`config.mk`:
```
export PLATFORM = sky130hd
export DESIGN_NAME = tcs_top
export DESIGN_NICKNAME = d
export VERILOG_FILES = /design/src/hw/tcs_dly.v /design/src/hw/tcs_sync.v /design/src/hw/tcs_top.v
export VERILOG_INCLUDE_DIRS = /design/src /design/src/hw
export SDC_FILE = /design/constraint.sdc
export NUM_CORES = 1
export LEC_CHECK = 0
export BUFFER_PORTS_ARGS = -buffer_cell sky130_fd_sc_hd__buf_2
export CAP_MARGIN = 20
export CORE_MARGIN = 2
export CORE_UTILIZATION = 50
export DETAILED_ROUTE_END_ITERATION = 10
export PLACE_DENSITY = 0.72
export SETUP_SLACK_MARGIN = 0.3
export SLEW_MARGIN = 20
export SYNTH_ARGS = -nofsm -noshare
export SYNTH_HDL_FRONTEND = slang
export SYNTH_SLANG_ARGS = --single-unit
```
`constraint.sdc`:
```
create_clock -name I_CLK_SYS -period 3.92 [get_ports I_CLK_SYS]
set_clock_uncertainty 0.15 [all_clocks]
set_input_delay 0.784 -clock I_CLK_SYS [delete_from_list [all_inputs] [get_ports I_CLK_SYS]]
set_output_delay 0.784 -clock I_CLK_SYS [all_outputs]
set_load 0.05 [all_outputs]
```
`src/hw/tcs_map.vh`:
```
// Constants for the tapchanger supervision block
`ifndef TCS_MAP_VH
`define TCS_MAP_VH
`define TCS_ALARM_MS        32'd30000
`define TCS_RUNAWAY_MS      32'd2000
`define TCS_INCOMPLETE_MS   32'd15000
`define TCS_SCHEME_BASIC    1'b0
`define TCS_SCHEME_STEP     1'b1
`define TCS_ST_IDLE         2'h0
`define TCS_ST_WAIT_RUN     2'h1
`define TCS_ST_RUN          2'h2
`define TCS_ST_DONE         2'h3
`endif

```
`src/hw/tcs_dly.v`:
```
// Persistence timer: output rises after a continuous condition lasts N cycles
`timescale 1ns/1ps
module tcs_dly #(
    parameter CW = 32
) (
    // Clock and reset
    input  wire          i_clk,
    input  wire          i_rstn,
    // Condition and delay
    input  wire          i_cond,
    input  wire [CW-1:0] i_cycles,
    output wire          o_alarm
);
    reg [CW-1:0] cnt_ff;   // Elapsed cycles of the condition
    reg          alarm_ff; // Delayed alarm
    // Count while the condition holds; restart on any gap
    always @(posedge i_clk) begin
        if (!i_rstn || !i_cond) begin
            cnt_ff   <= {CW{1'b0}};
            alarm_ff <= 1'b0;
        end else if (cnt_ff + 1'b1 >= i_cycles) begin
            alarm_ff <= 1'b1;
        end else begin
            cnt_ff   <= cnt_ff + 1'b1;
        end
    end
    assign o_alarm = alarm_ff;
endmodule // tcs_dly

```
`src/hw/tcs_sync.v`:
```
// Two-flop synchroniser for a bus of pin inputs
`timescale 1ns/1ps
module tcs_sync #(
    parameter W = 1
) (
    // Clock and reset
    input  wire         i_clk,
    input  wire         i_rstn,
    // Data
    input  wire [W-1:0] i_d,
    output wire [W-1:0] o_q
);
    reg [W-1:0] meta_ff; // First stage, read only by second stage
    reg [W-1:0] q_ff;    // Second stage
    // Resynchronise to the system clock
    always @(posedge i_clk) begin
        if (!i_rstn) begin
            meta_ff <= {W{1'b0}};
            q_ff    <= {W{1'b0}};
        end else begin
            meta_ff <= i_d;
            q_ff    <= meta_ff;
        end
    end
    assign o_q = q_ff;
endmodule // tcs_sync

```
`src/hw/tcs_top.v`:
```
// Tapchanger supervision: runaway, blocking, inhibit, alarms, step-by-step
`timescale 1ns/1ps
`include "tcs_map.vh"
module tcs_top #(
    parameter CLK_KHZ       = 100000,
    parameter ALARM_MS      = `TCS_ALARM_MS,
    parameter RUNAWAY_MS    = `TCS_RUNAWAY_MS,
    parameter INCOMPLETE_MS = `TCS_INCOMPLETE_MS
) (
    // Clock and reset
    input  wire I_CLK_SYS,
    input  wire I_RSTN,
    // Requests from control sources
    input  wire I_AUTO_RAISE,
    input  wire I_AUTO_LOWER,
    input  wire I_MAN_RAISE,
    input  wire I_MAN_LOWER,
    // Tapchanger pins
    input  wire I_IN_PROGRESS,
    input  wire I_MOTOR_CUR,
    input  wire I_TAP_STEP,
    input  wire I_EXT_BLOCK,
    // Measurement comparator flags, same clock
    input  wire I_OVERCURRENT,
    input  wire I_REVERSE_CUR,
    input  wire I_VOLT_HIGH,
    input  wire I_VOLT_LOW,
    input  wire I_LOW_VOLT_INH,
    input  wire I_PHASE_IMBAL,
    input  wire I_NO_PHASE_REF,
    input  wire I_OUT_OF_BAND,
    input  wire I_AT_TOP_TAP,
    input  wire I_AT_BOTTOM_TAP,
    input  wire I_FOLLOWER_MISMATCH,
    // Configuration
    input  wire I_CFG_STEP_SCHEME,
    input  wire I_CFG_MOTOR_SENSE_EN,
    input  wire I_CFG_LOCKOUT_EN,
    input  wire I_CFG_BREAKER_TRIP_EN,
    input  wire I_CFG_EXT_BLOCK_EN,
    input  wire I_CFG_3PH_VT,
    input  wire I_CFG_MASTER,
    input  wire I_LOCKOUT_CLR,
    // Commands to contactors
    output wire O_RAISE_CMD,
    output wire O_LOWER_CMD,
    output wire O_BLOCK_RAISE_N,
    output wire O_BLOCK_LOWER_N,
    output wire O_LOCKOUT,
    output wire O_BREAKER_TRIP,
    // Alarms
    output wire O_ALM_RUNAWAY,
    output wire O_ALM_INCOMPLETE,
    output wire O_ALM_FUSE,
    output wire O_ALM_TOP,
    output wire O_ALM_BOTTOM,
    output wire O_ALM_NOT_ACHIEVABLE,
    output wire O_ALM_OVERLOAD,
    output wire O_ALM_REVERSE,
    output wire O_ALM_VHIGH,
    output wire O_ALM_VLOW,
    output wire O_ALM_PHASE_REF,
    output wire O_ALM_OUT_OF_BAND,
    output wire O_ALM_OUT_OF_STEP,
    output wire O_ALM_UNCORRECTABLE
);

    ////////////////////////////////////////////////////////////////////////////
    // Timing counts derived from the clock rate
    // Each product must stay below 2**32 at the chosen clock rate
    localparam [31:0] ALARM_CYC = ALARM_MS * CLK_KHZ;        // Longest: exact product, no rounding
    localparam [31:0] RUNAW_CYC = RUNAWAY_MS * CLK_KHZ;      // Tap settle window
    localparam [31:0] INCMP_CYC = INCOMPLETE_MS * CLK_KHZ;   // Longest motor run

    ////////////////////////////////////////////////////////////////////////////
    // Pin synchronisers
    // Pins are asynchronous, so two flops guard against metastability
    wire [3:0] pin_s;   // Synchronised pin group
    tcs_sync #(.W(4)) u_sync (
        .i_clk  (I_CLK_SYS),
        .i_rstn (I_RSTN),
        .i_d    ({I_IN_PROGRESS, I_MOTOR_CUR, I_TAP_STEP, I_EXT_BLOCK}),
        .o_q    (pin_s)
    );
    wire in_prog_s = pin_s[3];  // In-progress switch
    wire motor_s   = pin_s[2];  // Motor current sense
    wire step_s    = pin_s[1];  // Tap position changed pulse level
    wire ext_blk_s = pin_s[0];  // External block
    reg  step_d_ff;             // Previous step level for edge detect
    wire step_edge = step_s & ~step_d_ff;

    ////////////////////////////////////////////////////////////////////////////
    // Run indication: motor sense wins when fitted
    // The in-progress switch can stick or chatter; motor current is harder to fake
    wire running = I_CFG_MOTOR_SENSE_EN ? motor_s : in_prog_s;

    ////////////////////////////////////////////////////////////////////////////
    // Blocking and inhibit
    // Kept combinational so a new block opens the contacts without delay
    wire fuse_cond  = I_CFG_3PH_VT & I_PHASE_IMBAL;
    wire ext_blk    = I_CFG_EXT_BLOCK_EN & ext_blk_s;
    wire lock_blk;                                                // Lockout holds block
    wire blk_both   = I_OVERCURRENT | I_REVERSE_CUR | I_NO_PHASE_REF
                    | ext_blk | lock_blk;
    wire blk_raise  = blk_both | I_VOLT_HIGH | fuse_cond | I_AT_TOP_TAP;
    wire blk_lower  = blk_both | I_VOLT_LOW | I_AT_BOTTOM_TAP;
    // Out of step inhibits master auto only; neither blocks manual
    wire auto_inh   = I_LOW_VOLT_INH | (I_CFG_MASTER & I_FOLLOWER_MISMATCH);
    wire uncorr     = I_AT_TOP_TAP | I_AT_BOTTOM_TAP | lock_blk;  // Cannot correct voltage

    // Requests after inhibit; auto also stops while lockout blocks
    wire auto_ok    = ~auto_inh & ~lock_blk;
    wire req_raise  = (I_AUTO_RAISE & auto_ok) | I_MAN_RAISE;
    wire req_lower  = (I_AUTO_LOWER & auto_ok) | I_MAN_LOWER;
    wire go_raise   = req_raise & ~req_lower & ~blk_raise;
    wire go_lower   = req_lower & ~req_raise & ~blk_lower;

    ////////////////////////////////////////////////////////////////////////////
    // Command sequencer
    // One command in flight at a time; requests outside IDLE are ignored
    reg  [1:0]  st_ff;          // Sequencer state
    reg  [1:0]  nxt_st;
    reg         dir_ff;         // 1 = raise
    reg         nxt_dir;
    reg  [31:0] tmr_ff;         // Phase timer
    reg  [31:0] nxt_tmr;
    reg  [1:0]  steps_ff;       // Tap steps seen for this command
    reg  [1:0]  nxt_steps;
    reg         runaway_ff;     // Runaway latch
    reg         incmp_ff;       // Incomplete latch
    reg         nxt_runaway;
    reg         nxt_incmp;
    reg         cmd_r_ff;       // Raise command output
    reg         cmd_l_ff;       // Lower command output
    reg         nxt_cmd_r;
    reg         nxt_cmd_l;

    // Request still held (step-by-step only releases after removal)
    wire held = dir_ff ? req_raise : req_lower;

    // Next-state logic
    always @* begin
        nxt_st      = st_ff;
        nxt_dir     = dir_ff;
        nxt_tmr     = tmr_ff + 32'h1;
        nxt_steps   = steps_ff;
        // Clear first, so a fault in the clearing cycle still latches
        nxt_runaway = runaway_ff & ~I_LOCKOUT_CLR;
        nxt_incmp   = incmp_ff & ~I_LOCKOUT_CLR;
        nxt_cmd_r   = 1'b0;
        nxt_cmd_l   = 1'b0;
        // Count tap steps; more than one per command is a runaway
        if (step_edge && steps_ff != 2'h3) begin
            nxt_steps = steps_ff + 2'h1;
        end
        if (step_edge && steps_ff != 2'h0) begin
            nxt_runaway = 1'b1;
        end
        case (st_ff)
            `TCS_ST_IDLE: begin
                nxt_steps = 2'h0;
                nxt_tmr   = 32'h0;
                if (step_edge) begin
                    nxt_runaway = 1'b1;   // Tap moved with no command
                end
                if (go_raise | go_lower) begin
                    nxt_dir   = go_raise;
                    nxt_cmd_r = go_raise;
                    nxt_cmd_l = go_lower;
                    nxt_st    = `TCS_ST_WAIT_RUN;
                end
            end
            `TCS_ST_WAIT_RUN: begin
                // Pulse in basic mode; scheme latches once running
                nxt_cmd_r = dir_ff & I_CFG_STEP_SCHEME & held & ~blk_raise;
                nxt_cmd_l = ~dir_ff & I_CFG_STEP_SCHEME & held & ~blk_lower;
                if (running) begin
                    nxt_tmr = 32'h0;
                    nxt_st  = `TCS_ST_RUN;
                end else if (tmr_ff >= INCMP_CYC) begin
                    nxt_incmp = 1'b1;
                    nxt_st    = `TCS_ST_DONE;
                end
            end
            `TCS_ST_RUN: begin
                // Step-by-step maintains command while motor runs
                // A block during the run drops the maintaining command too
                nxt_cmd_r = dir_ff & I_CFG_STEP_SCHEME & ~blk_raise;
                nxt_cmd_l = ~dir_ff & I_CFG_STEP_SCHEME & ~blk_lower;
                if (tmr_ff >= INCMP_CYC) begin
                    nxt_incmp = 1'b1;
                    nxt_st    = `TCS_ST_DONE;
                end else if (!running) begin
                    nxt_tmr = 32'h0;
                    nxt_st  = `TCS_ST_DONE;
                end
            end
            `TCS_ST_DONE: begin
                // Settle window catches late extra steps
                if (running && tmr_ff < RUNAW_CYC) begin
                    nxt_runaway = 1'b1;
                end
                if (tmr_ff >= RUNAW_CYC) begin
                    // Step-by-step ignores commands until request removed
                    if (!I_CFG_STEP_SCHEME || !held) begin
                        nxt_st = `TCS_ST_IDLE;
                    end
                end
            end
            default: nxt_st = `TCS_ST_IDLE;
        endcase
    end

    // State registers
    always @(posedge I_CLK_SYS) begin
        if (!I_RSTN) begin
            st_ff      <= `TCS_ST_IDLE;
            dir_ff     <= 1'b0;
            tmr_ff     <= 32'h0;
            steps_ff   <= 2'h0;
            runaway_ff <= 1'b0;
            incmp_ff   <= 1'b0;
            cmd_r_ff   <= 1'b0;
            cmd_l_ff   <= 1'b0;
            step_d_ff  <= 1'b0;
        end else begin
            st_ff      <= nxt_st;
            dir_ff     <= nxt_dir;
            tmr_ff     <= nxt_tmr;
            steps_ff   <= nxt_steps;
            runaway_ff <= nxt_runaway;
            incmp_ff   <= nxt_incmp;
            cmd_r_ff   <= nxt_cmd_r;
            cmd_l_ff   <= nxt_cmd_l;
            step_d_ff  <= step_s;
        end
    end

    ////////////////////////////////////////////////////////////////////////////
    // Lockout and trip
    // Lockout follows the fault latches, so it lasts until an explicit clear
    wire fault = runaway_ff | incmp_ff;
    assign lock_blk       = I_CFG_LOCKOUT_EN & fault;
    reg    trip_ff;         // Breaker trip output
    reg    lock_ff;         // Lockout output
    reg    na_ff;           // Target not achievable
    // Registered outputs for trip, lockout, not-achievable
    always @(posedge I_CLK_SYS) begin
        if (!I_RSTN) begin
            trip_ff <= 1'b0;
            lock_ff <= 1'b0;
            na_ff   <= 1'b0;
        end else begin
            lock_ff <= lock_blk;
            trip_ff <= I_CFG_BREAKER_TRIP_EN & lock_blk;
            na_ff   <= (req_raise & I_AT_TOP_TAP)
                     | (req_lower & I_AT_BOTTOM_TAP);
        end
    end

    ////////////////////////////////////////////////////////////////////////////
    // Delayed alarms, one persistence timer each
    // Separate timers, so one condition cannot mask another
    localparam NDLY = 8;
    wire [NDLY-1:0] dly_cond = {uncorr, I_CFG_MASTER & I_FOLLOWER_MISMATCH, I_OUT_OF_BAND,
                                I_NO_PHASE_REF, I_VOLT_LOW, I_VOLT_HIGH,
                                I_REVERSE_CUR, I_OVERCURRENT};
    wire [NDLY-1:0] dly_alm;   // Delayed alarm outputs
    genvar gi;
    generate
        for (gi = 0; gi < NDLY; gi = gi + 1) begin : g_dly
            tcs_dly #(.CW(32)) u_dly (
                .i_clk    (I_CLK_SYS),
                .i_rstn   (I_RSTN),
                .i_cond   (dly_cond[gi]),
                .i_cycles (ALARM_CYC),
                .o_alarm  (dly_alm[gi])
            );
        end
    endgenerate

    // Immediate alarms registered one cycle
    // One flop keeps these alarms glitch-free, at the cost of a cycle
    reg [2:0] imm_ff;   // Fuse, top, bottom
    always @(posedge I_CLK_SYS) begin
        if (!I_RSTN) begin
            imm_ff <= 3'h0;
        end else begin
            imm_ff <= {fuse_cond, I_AT_TOP_TAP, I_AT_BOTTOM_TAP};
        end
    end

    ////////////////////////////////////////////////////////////////////////////
    // Output drive
    assign O_RAISE_CMD          = cmd_r_ff;
    assign O_LOWER_CMD          = cmd_l_ff;
    assign O_BLOCK_RAISE_N      = ~blk_raise;   // Contact open while blocked
    assign O_BLOCK_LOWER_N      = ~blk_lower;
    assign O_LOCKOUT            = lock_ff;
    assign O_BREAKER_TRIP       = trip_ff;
    assign O_ALM_RUNAWAY        = runaway_ff;
    assign O_ALM_INCOMPLETE     = incmp_ff;
    assign O_ALM_FUSE           = imm_ff[2];
    assign O_ALM_TOP            = imm_ff[1];
    assign O_ALM_BOTTOM         = imm_ff[0];
    assign O_ALM_NOT_ACHIEVABLE = na_ff;
    assign O_ALM_OVERLOAD       = dly_alm[0];
    assign O_ALM_REVERSE        = dly_alm[1];
    assign O_ALM_VHIGH          = dly_alm[2];
    assign O_ALM_VLOW           = dly_alm[3];
    assign O_ALM_PHASE_REF      = dly_alm[4];
    assign O_ALM_OUT_OF_BAND    = dly_alm[5];
    assign O_ALM_OUT_OF_STEP    = dly_alm[6];
    assign O_ALM_UNCORRECTABLE  = dly_alm[7];

endmodule // tcs_top

```
==> key figures, run 1 <==
STA
  – Crit path time final: 3.47 ns
  – Final-report max-slew violation count: 0
  – Worst-Margin Slew: approximately 0.96 ns
  – Slew headroom: 36.2%
  – WHS: 0.287 ns
  – RSZ-0062 raised after global routing: no
  – Final worst path period share: 88.4%
  – Setup TNS: 0 ns
  – Highest Clock Rate: 289 MHz
  – Final WS setup: 0.454 ns
  – Final setup fails: 0
  – Final hold vios: 0

Synth
  – Synth top area share: 33.4%
  – Xor and xnor area share after synthesis: between 5 and 6%
  – Main combinational cell family by area after synthesis: simple AND/OR/NAND/NOR gates
  – Synth unique cells: 95
  – Asr flop ratio synth: 0%
  – Syn_nets: about 2500
  – Number of flops mapped to enable cells by yosys: 0
  – Avg Synthesized Cell Area: slightly below 8 um^2
  – Mux share of post-synthesis cell area: 1.11%
  – Cells after Synth: 2456
  – Synthesized flop and latch total: 320
  – Post-synthesis simple-gate area fraction: 32.9%
  – Most used DFF post-synth: dfxtp_1
  – Compound-Gate Fraction of Synth Area: 21.3%
  – Top cells by area in the synthesized netlist: dfxtp_1 (33%), a21oi_1 (4.4%), nand2_1 (4.3%)
  – Warnings from Yosys: 0
  – Mapped Area: about 19000 um^2
  – Sequential element share of the synthesized area: 33.4%
  – Top cell type by total area after synthesis: dfxtp_1
  – Post-synthesis adder-cell area fraction: 1.24%

Power
  – Sw power: 1.58 mW
  – Comb pwr share: 2.9%
  – Sw Share: 21.7%
  – Leak: approximately 6.6 nW
  – Worst IR drop on VDD: 0.000318 V
  – Clock power frac: about 52%
  – Reg power frac: 45.3%
  – Tot Pwr: just over 7 mW
  – P per Cell Area: 340 nW/um^2
  – Internal power: 5.70 mW

Clock network
  – Worst-path clk slew: about 0.060 ns
  – Root Buffer: clkbuf_16
  – Clk_lat worst skew: 0.55 ns
  – Sink Count: 320
  – Total CTS buffers: 39
  – H-tree depth: 2
  – Clock buffer depth: 3
  – CTS tree: yes

Route
  – Via count: around 18000
  – DR pass1 iterations: 5
  – Detailed Route Iter0 Violations: 1146
  – Detailed-route vias per instance: ~6.1
  – Antenna Nets Post-Route: 0
  – Aggregate routed wire length: 46000 um
  – DRC Markers: 0
  – DR WL/cell: 15.3 um

Worst setup path
  – WP data required: 4.25 ns
  – Nature of the critical path startpoint: register
  – Worst EP arrival: 3.79 ns
  – Setup crit end kind: register
  – Crit path kind: reg2reg
  – CP Max Fanout: 28

Global route
  – First-pass GRT wire length: 76800 um
  – Vias in the first global route: 16487
  – Total grt overflow: 0
  – Antenna violations before repair: 0
  – GRT Util Overall: 22.5%
  – Largest net degree at the start of global routing: 38

Finish
  – Finished Layout Cells: 3001
  – Commonest cells after routing, fill and taps aside: dfxtp_1 (312), nand2_1 (222), nor2_1 (199), a21oi_1 (169), nand3_1 (137)
  – Register area: 6420 um^2
  – Antenna diodes: 0
  – Fin nets: 2511
  – Multi-input logic area: 12100 um^2
  – Area growth from synthesis to layout: 11.7%
  – Layout cells sized above 1: 10.4%
  – Fillers: 3468
  – Commonest non-fill, non-tap cell in the layout: dfxtp_1

Place
  – Port bufs: between 40 and 50
  – Setup WS pre-CTS: 0.208 ns
  – RD Place Congestion: 0.900
  – Cell count after placement: 2921
  – HPWL Detailed: 31100 um

Run
  – # Max-Cap Violations: 0

Floorplan
  – Die height: 200 um
  – Die ar.: ~40000 um^2
  – Starting Density: 50.9%
  – Placement row count: just over 70
  – Die Wd: around 200 um
  – I/O Pins: 49
  – Core ar.: 37700 um^2

Hold path
  – Hold/Removal Path Class: reg2reg

Outcome
  – Status: complete, no violations
==> critical path, stage by stage (launching register included) <==
cell	delay, ns
dfxtp_1	0.44
nand4_2	0.21
or4_4	0.64
o31a_1	0.39
o41ai_2	0.29
nor3_1	0.11
a21oi_4	0.26
nor2_2	0.10
buf_4	0.23
or4_1	0.41
a21oi_1	0.16
==> per-layer routing <==
layer,track usage [%],vias up,part of all wire (%)
met3,2.99,82,4.6
met4,8.26,0,2.7
met2,37.9,390,47
met1,29.5,8702,46
met5,0,-,0
li1,-,9231,-
==> Yosys cell counts (6+ instances only) <==
cell type,n
o21a_1,49
nor4_1,50
or4_1,75
o41ai_1,10
nor3_1,68
o31a_1,16
and4_1,33
o211ai_1,37
nand4b_1,12
nand2_1,222
a211oi_1,21
xnor2_1,53
a211o_1,8
and2_1,39
nand4_1,86
and3_1,48
ha_1,19
nand2b_1,25
a31oi_1,18
a41oi_1,7
nor2_1,202
inv_1,38
or3_1,103
nand3b_1,10
buf_6,7
clkbuf_1,106
o2111ai_1,7
buf_4,7
o31ai_1,55
dfxtp_1,320
o21ai_0,120
buf_2,29
xor2_1,73
o21ai_1,20
mux2i_1,19
nand3_1,137
o21bai_1,6
a21oi_1,169
or2_2,8
==> power groups by stage <==
stage          registers, mW  clock network, mW  logic [mW]
5_1_grt                 3.29               3.97       0.237
2_1_floorplan           3.37                  0       0.132
3_5_place_dp            3.36                  0       0.213
4_1_cts                 3.29               3.86       0.215
3_3_place_gp            3.36                  0       0.208
6_report                3.29               3.76       0.214
==> per-stage QoR <==
step / area (um^2) / utilization, %
2_1_floorplan: 19200 / -
3_3_place_gp: 19800 / 52.7
3_5_place_dp: 19800 / 52.7
4_1_cts: 21200 / 56.3
5_1_grt: 21400 / 56.8
6_report: 21400 / 56.8
==> final cells by class <==
type	count	share of cell area, %
timing repair buffer	117	3.54
clock buffer	53	5.32
multi-input combinational	1947	56.5
tap	511	2.99
inverter	38	0.666
sequential	320	30.0
clock inverter	15	0.994
==> worst paths after layout <==
check,cells after the start,slack [ns],start,end
worst max-delay path,10,0.45,g_dly[7].u_dly.cnt_ff[7],g_dly[7].u_dly.cnt_ff[19]
worst min-delay path,1,0.29,u_sync.meta_ff[3],u_sync.o_q[3]
worst max register to register,10,0.45,g_dly[7].u_dly.cnt_ff[7],g_dly[7].u_dly.cnt_ff[19]
worst min register to register,1,0.29,u_sync.meta_ff[3],u_sync.o_q[3]
==> registers in the layout (all words and copies together) (netlist names) <==
name	flops
O_LOCKOUT	1
O_LOWER_CMD	1
g_dly.u_dly.o_alarm	8
st_ff	2
O_BREAKER_TRIP	1
imm_ff	3
g_dly.u_dly.cnt_ff	256
steps_ff	2
u_sync.meta_ff	4
step_d_ff	1
u_sync.o_q	4
O_ALM_NOT_ACHIEVABLE	1
O_ALM_RUNAWAY	1
O_RAISE_CMD	1
O_ALM_INCOMPLETE	1
tmr_ff	32
dir_ff	1
==> cells by family (layout without fill, tap and decap cells) <==
group                    after synthesis  count (layout)
AND/OR/NAND/NOR                     1160            1162
AO/OA/AOI/OAI                        619             619
flip-flops                           320             320
buffers and inverters                191             223
XOR/XNOR                             126             126
multiplexers                          21              21
adder cells (fa/ha/maj)               19              19
==> what timing repair did <==
action,in CTS,in global routing
setup buffers,0,10
hold buffers,0,0
pin swaps,1,4
endpoints found under the hold margin,0,0
gates cloned,1,1
resized for setup,3,28
endpoints found under the setup margin,17,122
Power figures use the tool's default switching activity.
==> run 2, diff against run 1 <==
--- a/config.mk
+++ b/config.mk
@@ -9,9 +9,9 @@
 export BUFFER_PORTS_ARGS = -buffer_cell sky130_fd_sc_hd__buf_2
 export CAP_MARGIN = 20
 export CORE_MARGIN = 2
-export CORE_UTILIZATION = 50
+export CORE_UTILIZATION = 25
 export DETAILED_ROUTE_END_ITERATION = 10
-export PLACE_DENSITY = 0.72
+export PLACE_DENSITY = 0.45
 export SETUP_SLACK_MARGIN = 0.3
 export SLEW_MARGIN = 20
 export SYNTH_ARGS = -nofsm -noshare
==> run 2 against run 1 <==
Die area increased by 98%. Worst hold slack got worse by 0.0034 ns. Utilization decreased by 27 points. Global-route usage decreased by 9.5 points. Sequential cell count unchanged. Design area increased by 4.6%. Critical path depth decreased by 1. Total power increased by 1.7%. Combinational power increased by 9%. Critical path type unchanged. Non-clock buffer count increased by 29. Clock power increased by 3%. Wire length increased by 14%.
==> key figures, run 2 (synthesized netlist as in run 1, its figures left out) <==
STA
  – Final worst path period share: roughly 87%
  – Final setup fails: 0
  – RSZ-0062 raised after global routing: yes
  – Final hold vios: 0
  – Final-report max-slew violation count: 0
  – Worst-Margin Slew: 0.961 ns
  – Crit path time final: roughly 3.4 ns
  – Setup TNS: 0 ns
  – Slew headroom: ~36%
  – Highest Clock Rate: roughly 300 MHz

Global route
  – Vias in the first global route: 17044
  – Largest net degree at the start of global routing: 45
  – First-pass GRT wire length: 87100 um
  – Antenna violations before repair: 1
  – GRT Util Overall: 13.0%
  – Total grt overflow: 0

Power
  – P per Cell Area: 330 nW/um^2
  – Leak: approximately 7 nW
  – Worst IR drop on VDD: ~0.00024 V

Floorplan
  – Starting Density: 25.2%
  – Die Wd: 281 um
  – Core ar.: about 76000 um^2
  – I/O Pins: 49
  – Placement row count: around 100
  – Die height: 281 um
  – Die ar.: about 79000 um^2

Route
  – Detailed-route vias per instance: just over 5
  – Detailed Route Iter0 Violations: about 1000
  – Via count: between 15000 and 20000
  – DR pass1 iterations: 5
  – DR WL/cell: 14.8 um
  – Aggregate routed wire length: 52600 um
  – DRC Markers: 0
  – Antenna Nets Post-Route: 0

Clock network
  – Sink Count: 320
  – Clk_lat worst skew: 0.56 ns
  – Root Buffer: clkbuf_16
  – Clock buffer depth: 3
  – Hold buffer count at cts: 0
  – Worst-path clk slew: 0.06 ns
  – H-tree depth: 2
  – CTS tree: yes
  – Total CTS buffers: roughly 40

Finish
  – Antenna diodes: 0
  – Reg with most FFs: g_dly.u_dly.cnt_ff
  – Commonest cells after routing, fill and taps aside: dfxtp_1 (312), nand2_1 (222), nor2_1 (199), a21oi_1 (169), nand3_1 (137)
  – Layout cells sized above 1: 11.6%
  – Max reg flops: 256
  – Finished Layout Cells: 3556
  – Post-route cell area: 22400 um^2
  – Commonest non-fill, non-tap cell in the layout: dfxtp_1
  – Area growth from synthesis to layout: 16.8%
  – Fin nets: 2542

Worst setup path
  – Nature of the critical path startpoint: register
  – Setup crit end kind: register
  – Worst EP arrival: 3.73 ns
  – CP Max Fanout: 19
  – WP data required: 4.23 ns
  – Crit path kind: reg2reg

Place
  – HPWL Detailed: between 30000 and 40000 um
  – Port bufs: 48
  – Placed inst area: 20700 um^2
  – Cell count after placement: ~3500
  – RD Place Congestion: 0.830

Outcome
  – Status: complete, no violations

Run
  – # Max-Cap Violations: 0

Hold path
  – Hold/Removal Path Class: reg2reg
==> run 2: changes by cell type in the layout (fill, tap and decap cells not counted), moves of 3 or more <==
cell and change:
buf_4 +24, buf_12 +5, clkbuf_1 +5, clkbuf_16 +4, nor4_2 +4, bufinv_16 -3
clkinv_2 +3, nor3_1 -3
==> run 2: critical path, stage by stage, from the launching register on <==
cell and delay [ns]:
dfxtp_1 0.47, nand4_1 0.24, or4_4 0.65, or3_1 0.40
xor2_1 0.15, a221oi_1 0.37, a21boi_4 0.15, nor2_4 0.39
nor4_2 0.10, a41o_1 0.23
==> run 2: final cells by class <==
class,instances,area (um^2)
Sequential cell,320,6420
Clock buffer,63,1270
Tap cell,1030,1290
Timing Repair Buffer,146,1040
Inverter,38,143
Multi-Input combinational cell,1947,12100
Clock inverter,12,114
Fill cell,8117,53600
==> run 2: final timing paths <==
| path | depth (start not counted) | from | end | slack, ns |
|---|---|---|---|---|
| worst max-delay path | 9 | g_dly[5].u_dly.cnt_ff[13] | g_dly[5].u_dly.cnt_ff[25] | 0.50 |
| worst max register to register | 9 | g_dly[5].u_dly.cnt_ff[13] | g_dly[5].u_dly.cnt_ff[25] | 0.50 |
| worst min register to register | 1 | u_sync.meta_ff[3] | u_sync.o_q[3] | 0.28 |
| worst min-delay path | 1 | u_sync.meta_ff[3] | u_sync.o_q[3] | 0.28 |
==> run 2: through the flow <==
step | worst slack [ns] | utilization, % | power (mW) | hold slack (ns)
global placement | 0.237 | 27.2 | 3.60 | 0.278
finish | 0.496 | 29.5 | 7.39 | 0.284
floorplan | 0.398 | - | 3.50 | 0.262
CTS | 0.230 | 29.1 | 7.57 | 0.249
global route | 0.269 | 29.5 | 7.74 | 0.271
detailed placement | 0.110 | 27.2 | 3.60 | 0.274
==> run 2: timing repair <==
action,CTS,global route
pin swaps,1,7
cloned,1,1
setup endpoints to repair,17,159
resized for setup,5,30
buffers inserted,0,19
==> run 2: per-layer routing <==
metal  track usage, %  vias up  routed length (um)
li1                 -     9299                   -
met1             17.3     8722               25500
met2             21.6      272               24100
met3             2.14       82                1950
met4             3.54        2                 980
met5                0        -                  16
==> run 2: power breakdown <==
group / internal, mW / switching [mW] / total [mW]
clock network: 2.36 / 1.51 / 3.87
logic: 0.0711 / 0.162 / 0.233
registers: 3.27 / 0.0197 / 3.29
total: 5.70 / 1.69 / 7.39
